===== config.mk =====
export PLATFORM = sky130hd
export DESIGN_NAME = sdpcs_regs
export DESIGN_NICKNAME = d
export VERILOG_FILES = /design/src/logic/sdpcs_regs.v
export VERILOG_INCLUDE_DIRS = /design/src /design/src/include
export SDC_FILE = /design/constraint.sdc
export NUM_CORES = 1
export LEC_CHECK = 0
export ABC_AREA = 1
export CAP_MARGIN = 40
export CELL_PAD_IN_SITES_DETAIL_PLACEMENT = 0
export CELL_PAD_IN_SITES_GLOBAL_PLACEMENT = 2
export CORE_MARGIN = 2
export CORE_UTILIZATION = 31
export DETAILED_ROUTE_END_ITERATION = 16
export DONT_BUFFER_PORTS = 1
export PLACE_DENSITY_LB_ADDON = 0.1
export SYNTH_ARGS = -nofsm -noshare
export SYNTH_HDL_FRONTEND = slang
export SYNTH_SLANG_ARGS = --single-unit

===== constraint.sdc =====
create_clock -name ref_clk -period 1.5 [get_ports ref_clk]
set_input_delay 0.15 -clock ref_clk [delete_from_list [all_inputs] [get_ports ref_clk]]
set_output_delay 0.15 -clock ref_clk [all_outputs]
set_load 0.005 [all_outputs]

===== src/include/sdpcs_map.vh =====
// Purpose: register map and field constants for the serdes pcs ability/status bank
// Assumes: 16-bit registers, one aligned 32-bit word each on avalon-mm
// Notes: byte address is four times the register index
`ifndef SDPCS_MAP_VH
`define SDPCS_MAP_VH
`define SDPCS_IDX_MAC_ADV 5'h12
`define SDPCS_IDX_MAC_LP 5'h13
`define SDPCS_IDX_MAC_STAT 5'h14
`define SDPCS_IDX_TX_GOOD 5'h15
`define SDPCS_IDX_TX_CRC 5'h16
`define SDPCS_IDX_MEDIA_CTL 5'h17
`define SDPCS_IDX_MAC_CTL 5'h10
`define SDPCS_IDX_MEDIA_ADV 5'h19
`define SDPCS_MAC_ADV_RST 16'h0000
`define SDPCS_MEDIA_ADV_RST 16'h0000
`define SDPCS_MAC_CTL_RST 1'h0
`define SDPCS_SEL_RST 2'h0
`define SDPCS_PFIX_RST 1'h0
`define SDPCS_PD_RST 1'h0
`define SDPCS_NOCE_RST 1'h1
`define SDPCS_FADV_RST 1'h0
`define SDPCS_POL_RST 1'h0
`define SDPCS_ODD_RST 1'h1
`define SDPCS_HLS_RST 1'h0
`define SDPCS_FEFI_RST 1'h0
`define SDPCS_SEL_MEDIA 2'h0
`define SDPCS_SEL_MAC 2'h1
`define SDPCS_GOOD_MOD 14'h270F
`define SDPCS_CRC_MAX 8'hFF
`define SDPCS_MAC_CTL_FADV 11
`define SDPCS_SEL_HI 15
`define SDPCS_SEL_LO 14
`define SDPCS_PFIX_BIT 13
`define SDPCS_PD_BIT 13
`define SDPCS_NOCE_BIT 12
`define SDPCS_FADV_BIT 11
`define SDPCS_POLIN_BIT 6
`define SDPCS_POLOUT_BIT 5
`define SDPCS_ODD_BIT 4
`define SDPCS_HLS_BIT 2
`define SDPCS_FFEFI_BIT 1
`define SDPCS_FEFIV_BIT 0
`define SDPCS_ADDR_HI 6
`define SDPCS_ADDR_LO 2
`endif


===== src/logic/sdpcs_regs.v =====
// Purpose: serdes pcs ability, status, tx counter and media control registers
// Assumes: avalon-mm slave, one-cycle waitrequest on reads, zero wait on writes
// Notes: pcs datapath lives outside; this bank exports controls and takes events
// Functional notes
// - mac advertised word resets to zero, writable only while mac force bit set
// - without mac force bit the advertised word read value is not to be trusted
// - mac partner ability is read-only and holds the latest received word
// - status bit 15 latches comma realignment until read, then clears
// - status bit 14 latches signal detection until read, then clears
// - status bit 13 shows qsgmii sync, meaningful only on the first port
// - comma-detect bit 12 follows comma presence; a read sets it back to one
// - bits 11:8 show comma position 0 to 9, meaningless under qsgmii
// - good packet count in bits 13:0 modulo 10000; bit 15 shows counter active
// - select 00 picks media serdes counters, 01 mac serdes counters
// - preamble fix drops one extra preamble byte when preamble exceeds eight
// - crc error count in bits 7:0, saturating at 255
// - all transmit counters count only while the media link is up
// - bits 15:14 show remote fault sent to media in latest exchange
// - bit 13 enables media parallel detect, reset zero, only with autoneg on
// - bit 12 disables carrier extension on fiber links, resets to one
// - bit 11 forces advertising of media advertised word, resets zero
// - bits 6 and 5 invert media input and output polarity, reset zero
// - bit 4 set drops first preamble byte on odd start, clear delays one byte
// - bit 2 makes 100base-fx transmit halt line state continuously
// - bit 1 forces far-end fault to bit 0 value, clear leaves it automatic
// - mac control bit 11 makes the mac interface advertise the mac word
//
// Added by the designer: register access over Avalon-MM.
`timescale 1ns/1ps
`include "sdpcs_map.vh"
module sdpcs_regs (
    input wire ref_clk,
    input wire rst,
    input wire [7:0] avs_address,
    input wire avs_read,
    input wire avs_write,
    input wire [31:0] avs_writedata,
    input wire [3:0] avs_byteenable,
    output reg [31:0] avs_readdata,
    output wire avs_waitrequest,
    input wire is_first_port,
    input wire qsgmii_mode,
    input wire [15:0] mac_lp_word,
    input wire mac_lp_word_valid,
    input wire mac_comma_realign,
    input wire mac_signal_detect,
    input wire qsgmii_sync,
    input wire mac_comma_present,
    input wire [3:0] mac_comma_pos,
    input wire media_link_up,
    input wire media_tx_good,
    input wire media_tx_crc_err,
    input wire mac_tx_good,
    input wire mac_tx_crc_err,
    input wire [1:0] media_rf_sent,
    input wire media_aneg_en,
    output reg [15:0] mac_adv_out,
    output reg mac_force_adv,
    output reg preamble_fix,
    output reg media_pd_en,
    output reg media_no_carrier_ext,
    output reg media_force_adv,
    output reg [15:0] media_adv_out,
    output reg media_pol_in_inv,
    output reg media_pol_out_inv,
    output reg media_odd_drop,
    output reg fx_force_hls,
    output reg fx_fefi_force,
    output reg fx_fefi_value
);

    reg [15:0] mac_lp;
    reg st_realign;
    reg st_sigdet;
    reg st_comma;
    reg [1:0] cnt_sel;
    reg [13:0] good_media;
    reg [13:0] good_mac;
    reg good_act_media;
    reg good_act_mac;
    reg [7:0] crc_media;
    reg [7:0] crc_mac;
    reg rd_done;
    reg pd_sticky;
    reg [15:0] next_rdata;

    wire [4:0] idx = avs_address[`SDPCS_ADDR_HI:`SDPCS_ADDR_LO];
    wire wr_lo = avs_write && avs_byteenable[0];
    wire wr_hi = avs_write && avs_byteenable[1];
    wire rd_take = avs_read && rd_done;
    wire rd_stat = rd_take && (idx == `SDPCS_IDX_MAC_STAT);

    function [13:0] mod_inc;
        input [13:0] v;
        begin
            if (v == `SDPCS_GOOD_MOD)
                mod_inc = 14'h0000;
            else
                mod_inc = v + 14'h0001;
        end
    endfunction

    // counter pick by select code, reserved codes read zero
    function [14:0] pick_count;
        input [1:0] sel;
        input act_mac;
        input [13:0] cnt_mac;
        input act_media;
        input [13:0] cnt_media;
        begin
            if (sel == `SDPCS_SEL_MAC)
                pick_count = {act_mac, cnt_mac};
            else if (sel == `SDPCS_SEL_MEDIA)
                pick_count = {act_media, cnt_media};
            else
                pick_count = 15'h0000;
        end
    endfunction

    function [7:0] sat_inc;
        input [7:0] v;
        begin
            if (v == `SDPCS_CRC_MAX)
                sat_inc = v;
            else
                sat_inc = v + 8'h01;
        end
    endfunction

    wire [14:0] good_pick = pick_count(cnt_sel, good_act_mac, good_mac, good_act_media, good_media);
    wire [14:0] crc_pick = pick_count(cnt_sel, 1'b0, {6'h00, crc_mac}, 1'b0, {6'h00, crc_media});

    // reads take one wait cycle, writes none
    assign avs_waitrequest = avs_read && !rd_done;

    always @(posedge ref_clk) begin
        if (rst)
            rd_done <= 1'b0;
        else
            rd_done <= avs_read && !rd_done;
    end

    // control registers
    always @(posedge ref_clk) begin
        if (rst) begin
            mac_force_adv <= `SDPCS_MAC_CTL_RST;
            mac_adv_out <= `SDPCS_MAC_ADV_RST;
            media_adv_out <= `SDPCS_MEDIA_ADV_RST;
            cnt_sel <= `SDPCS_SEL_RST;
            preamble_fix <= `SDPCS_PFIX_RST;
            pd_sticky <= `SDPCS_PD_RST;
            media_no_carrier_ext <= `SDPCS_NOCE_RST;
            media_force_adv <= `SDPCS_FADV_RST;
            media_pol_in_inv <= `SDPCS_POL_RST;
            media_pol_out_inv <= `SDPCS_POL_RST;
            media_odd_drop <= `SDPCS_ODD_RST;
            fx_force_hls <= `SDPCS_HLS_RST;
            fx_fefi_force <= `SDPCS_FEFI_RST;
            fx_fefi_value <= `SDPCS_FEFI_RST;
        end else begin
            if (wr_hi && idx == `SDPCS_IDX_MAC_CTL)
                mac_force_adv <= avs_writedata[`SDPCS_MAC_CTL_FADV];
            if (idx == `SDPCS_IDX_MAC_ADV && mac_force_adv) begin
                if (wr_lo)
                    mac_adv_out[7:0] <= avs_writedata[7:0];
                if (wr_hi)
                    mac_adv_out[15:8] <= avs_writedata[15:8];
            end
            if (idx == `SDPCS_IDX_MEDIA_ADV && media_force_adv) begin
                if (wr_lo)
                    media_adv_out[7:0] <= avs_writedata[7:0];
                if (wr_hi)
                    media_adv_out[15:8] <= avs_writedata[15:8];
            end
            if (wr_hi && idx == `SDPCS_IDX_TX_CRC) begin
                cnt_sel <= avs_writedata[`SDPCS_SEL_HI:`SDPCS_SEL_LO];
                preamble_fix <= avs_writedata[`SDPCS_PFIX_BIT];
            end
            if (wr_hi && idx == `SDPCS_IDX_MEDIA_CTL) begin
                pd_sticky <= avs_writedata[`SDPCS_PD_BIT];
                media_no_carrier_ext <= avs_writedata[`SDPCS_NOCE_BIT];
                media_force_adv <= avs_writedata[`SDPCS_FADV_BIT];
            end
            if (wr_lo && idx == `SDPCS_IDX_MEDIA_CTL) begin
                media_pol_in_inv <= avs_writedata[`SDPCS_POLIN_BIT];
                media_pol_out_inv <= avs_writedata[`SDPCS_POLOUT_BIT];
                media_odd_drop <= avs_writedata[`SDPCS_ODD_BIT];
                fx_force_hls <= avs_writedata[`SDPCS_HLS_BIT];
                fx_fefi_force <= avs_writedata[`SDPCS_FFEFI_BIT];
                fx_fefi_value <= avs_writedata[`SDPCS_FEFIV_BIT];
            end
        end
    end

    // parallel detect acts only while autonegotiation is on
    always @(posedge ref_clk) begin
        if (rst)
            media_pd_en <= `SDPCS_PD_RST;
        else
            media_pd_en <= pd_sticky && media_aneg_en;
    end

    // partner word and sticky status, event wins over read clear
    always @(posedge ref_clk) begin
        if (rst) begin
            mac_lp <= 16'h0000;
            st_realign <= 1'b0;
            st_sigdet <= 1'b0;
            st_comma <= 1'b0;
        end else begin
            if (mac_lp_word_valid)
                mac_lp <= mac_lp_word;
            if (mac_comma_realign)
                st_realign <= 1'b1;
            else if (rd_stat)
                st_realign <= 1'b0;
            if (mac_signal_detect)
                st_sigdet <= 1'b1;
            else if (rd_stat)
                st_sigdet <= 1'b0;
            if (rd_stat)
                st_comma <= 1'b1;
            else if (!mac_comma_present)
                st_comma <= 1'b0;
            else
                st_comma <= 1'b1;
        end
    end

    // transmit counters, both sets gated by media link
    always @(posedge ref_clk) begin
        if (rst) begin
            good_media <= 14'h0000;
            good_mac <= 14'h0000;
            good_act_media <= 1'b0;
            good_act_mac <= 1'b0;
            crc_media <= 8'h00;
            crc_mac <= 8'h00;
        end else if (media_link_up) begin
            good_act_media <= 1'b1;
            good_act_mac <= 1'b1;
            if (media_tx_good)
                good_media <= mod_inc(good_media);
            if (mac_tx_good)
                good_mac <= mod_inc(good_mac);
            if (media_tx_crc_err)
                crc_media <= sat_inc(crc_media);
            if (mac_tx_crc_err)
                crc_mac <= sat_inc(crc_mac);
        end else begin
            good_act_media <= 1'b0;
            good_act_mac <= 1'b0;
        end
    end

    // read mux, reserved bits zero
    always @* begin
        next_rdata = 16'h0000;
        case (idx)
            `SDPCS_IDX_MAC_CTL:
                next_rdata[`SDPCS_MAC_CTL_FADV] = mac_force_adv;
            `SDPCS_IDX_MAC_ADV:
                next_rdata = mac_adv_out;
            `SDPCS_IDX_MEDIA_ADV:
                next_rdata = media_adv_out;
            `SDPCS_IDX_MAC_LP:
                next_rdata = mac_lp;
            `SDPCS_IDX_MAC_STAT: begin
                next_rdata[15] = st_realign;
                next_rdata[14] = st_sigdet;
                next_rdata[13] = qsgmii_sync && is_first_port;
                next_rdata[12] = st_comma;
                next_rdata[11:8] = qsgmii_mode ? 4'h0 : mac_comma_pos;
            end
            `SDPCS_IDX_TX_GOOD: begin
                next_rdata[15] = good_pick[14];
                next_rdata[13:0] = good_pick[13:0];
            end
            `SDPCS_IDX_TX_CRC: begin
                next_rdata[15:14] = cnt_sel;
                next_rdata[13] = preamble_fix;
                next_rdata[7:0] = crc_pick[7:0];
            end
            `SDPCS_IDX_MEDIA_CTL: begin
                next_rdata[15:14] = media_rf_sent;
                next_rdata[13] = pd_sticky;
                next_rdata[12] = media_no_carrier_ext;
                next_rdata[11] = media_force_adv;
                next_rdata[6] = media_pol_in_inv;
                next_rdata[5] = media_pol_out_inv;
                next_rdata[4] = media_odd_drop;
                next_rdata[2] = fx_force_hls;
                next_rdata[1] = fx_fefi_force;
                next_rdata[0] = fx_fefi_value;
            end
            default:
                next_rdata = 16'h0000;
        endcase
    end

    always @(posedge ref_clk) begin
        if (rst)
            avs_readdata <= 32'h00000000;
        else if (avs_read && !rd_done)
            avs_readdata <= {16'h0000, next_rdata};
    end

endmodule


==> flow_metrics.env <==
export IMPL_mostFrequentLayoutCell="nand2_1"
export IMPL_cp_arrival_ns=1.75
export IMPL_tns_ns=0
export IMPL_rows=52
export IMPL_gp_congestion=0.850
export IMPL_ys_seq_elements=127
export IMPL_ys_warnings_count=0
export IMPL_die_area_um2=21400
export IMPL_p_leak_uw=0.00330
export IMPL_hold_ws_ns=-0.213
export IMPL_grt_overflow=0
export IMPL_violations="negative hold slack"
export IMPL_postRouteAntennaNets=0
export IMPL_rsz0062_at_grt="true"
export IMPL_synthesis_area_um2=6280
export IMPL_fmax_ghz=0.697
export IMPL_clk_latency_ns=0.43
export IMPL_pre_cts_ws_ns=-0.0179
export IMPL_hold_depth=1
export IMPL_n_antenna_cell=0
export IMPL_skew_ns=0.0141
export IMPL_coreArea_um2=20000
export IMPL_ys_seq_area_frac=0.405
export IMPL_layout_worst_path_cycle_share=0.956
export IMPL_synth_distinct_cells=36
export IMPL_r2r_cells=10
export IMPL_avgRoutedWirePerCell_um=16.9
export IMPL_synth_top_cell_by_area="dfxtp_1"
export IMPL_start_util=0.313
export IMPL_wirelength_mm=22.2
export IMPL_nets=1119
export IMPL_period_minus_slack_ns=1.43
export IMPL_cts_htree_levels=4
export IMPL_vias=6261
export IMPL_worst_path_max_fanout=6
export IMPL_cts_root_buffer="clkbuf_16"
export IMPL_postSynthAreaPerCell_um2=6.74
export IMPL_power_density_nw_per_um2=1020
export IMPL_finalHoldViolations=15
export IMPL_detailed_place_hpwl_mm=17.0
export IMPL_status="finished with violations"
export IMPL_area_growth_syn_to_layout_pct=29.9
export IMPL_grt_pass1_wl_mm=34.7
export IMPL_portBuffers=0
export IMPL_viasPerCell=4.76
export IMPL_netlist_instances=932
export IMPL_layout_common_cells="nand2_1 (191), nor2_1 (140), dfxtp_1 (117), inv_1 (106), o21ai_0 (96)"
export IMPL_cts_hold_buf=56
export IMPL_drv_slew=0
export IMPL_worstPathRequired_ns=1.82
export IMPL_pin_count=159
export IMPL_grt_total_usage=0.212
export IMPL_setup_ws_ns=0.0655
export IMPL_yosys_top_cells_area="dfxtp_1 (40%), nand2_1 (12%), nor2_1 (8.9%)"
export IMPL_grt_pass1_vias=6098
export IMPL_path_class="flop to flop"
export IMPL_total_power_uw=8300
export IMPL_cts_buffers=17
export IMPL_die_y_um=146
export IMPL_drive_above_1_share=0.145
export IMPL_hp_class="input port to flop"
export IMPL_stdcell_area_um2=8160
export IMPL_clkTransAtPathRegs_ns=0.06
export IMPL_cts_tree="built"
export IMPL_drv_cap=0
export IMPL_die_width_um=146
export IMPL_dr_pass1_iters=5
export IMPL_first_iter_violations=372
export IMPL_irDropWorstVdd_mv=0.662
export IMPL_critPathLaunchType="flop"
export IMPL_cts_sinks=127
export IMPL_placed_area_um2=6820
export IMPL_grt_max_degree=45
export IMPL_drcViolationCount=0
export IMPL_cts_path_max_buffers=2
export IMPL_netlist_area_leader_share=0.405
export IMPL_worstSetupEndpointType="flop"
export IMPL_setup_viol=0
export IMPL_antenna_found_initial=0
[flip-flops by register name (all words and copies together) (netlist names), 2 cells and up]
signal         flops
mac_adv_out       16
mac_lp            16
avs_readdata      16
cnt_sel            2
crc_mac            8
media_adv_out     16
good_media        14
crc_media          8
good_mac          14
[report_power, final]
part	total (µW)	internal [µW]	switching [µW]	leakage (µW)
Clock	4180	2370	1810	0.000286
Combinational	591	258	333	0.00197
Sequential	3520	3450	67.9	0.00104
[layer usage]
metal | global-route usage | part of all wire | wire (µm)
met4 | 0.0650 | 0.011 | 247
met3 | 0.0541 | 0.055 | 1230
met1 | 0.273 | 0.45 | 9950
met2 | 0.350 | 0.48 | 10700
met5 | 0 | 0 | 0
[cell type report]
class                      instances  area (µm²)
fill                            2194       11900
multi-input combinational        663        3230
sequential                       127        2550
timing repair buffer             107         993
inverter                         115         443
clock buffer                      17         425
tap                              270         338
clock inverter                    15         168
timing repair inverter             1        7.51
[through the flow]
step	cells	util
CTS	1310	0.398
global placement	1222	0.340
floorplan	947	-
global route	1315	0.407
finish	1315	0.407
detailed placement	1222	0.340
[logic make-up (layout without fill, tap and decap cells)]
| group | count (synthesis) | in the layout | share of synthesized area |
|---|---|---|---|
| other | 1 | 16 | 0.000597 |
| DFF | 127 | 127 | 0.405 |
| AOI/OAI and AO/OA | 197 | 197 | 0.163 |
| buffers and inverters | 157 | 255 | 0.112 |
| adders and majority gates | 4 | 4 | 0.00797 |
| and+or+nand+nor | 440 | 440 | 0.303 |
| xor gates and xnor gates | 6 | 6 | 0.00836 |
[critical path: stages, from the launching register on]
cell	delay, ns
dfxtp_2	0.36
ha_4	0.15
nand2_4	0.06
nor3_4	0.18
nand2_2	0.09
nand2_4	0.09
clkinvlp_4	0.16
nand2_2	0.11
nand2_1	0.05
inv_1	0.05
nor2_1	0.03
[final timing paths]
path	startpoint	end	slack, ns
worst min register to register	crc_media[0]$_SDFFE_PP0P_	crc_media[0]$_SDFFE_PP0P_	0.45
worst max register to register	crc_mac[1]$_SDFFE_PP0P_	crc_mac[3]$_SDFFE_PP0P_	0.07
worst min-delay path	rst	rd_done$_SDFF_PP0_	-0.21
worst max-delay path	crc_mac[1]$_SDFFE_PP0P_	crc_mac[3]$_SDFFE_PP0P_	0.07
[cell usage after synthesis, drive strengths merged]
library cell	instances
a211oi	2
a21oi	73
a31oi	2
and3	1
buf	26
clkbuf	16
clkinv	1
conb	1
dfxtp	127
ha	4
inv	114
nand2	204
nand3	38
nand4	17
nor2	160
nor3	16
nor3b	3
nor4	1
o211ai	1
o21ai	101
o22ai	17
o311a	1
xnor2	1
xor2	5
[what timing repair did]
| action | in CTS | in global routing |
|---|---|---|
| pin swaps | 0 | 9 |
| gates cloned | 0 | 1 |
| resized for setup | 1 | 50 |
| setup buffers | 0 | 4 |
| endpoints found under the hold margin | 87 | 15 |
| setup endpoints to repair | 1 | 40 |
(Power assumes the default switching activity.)
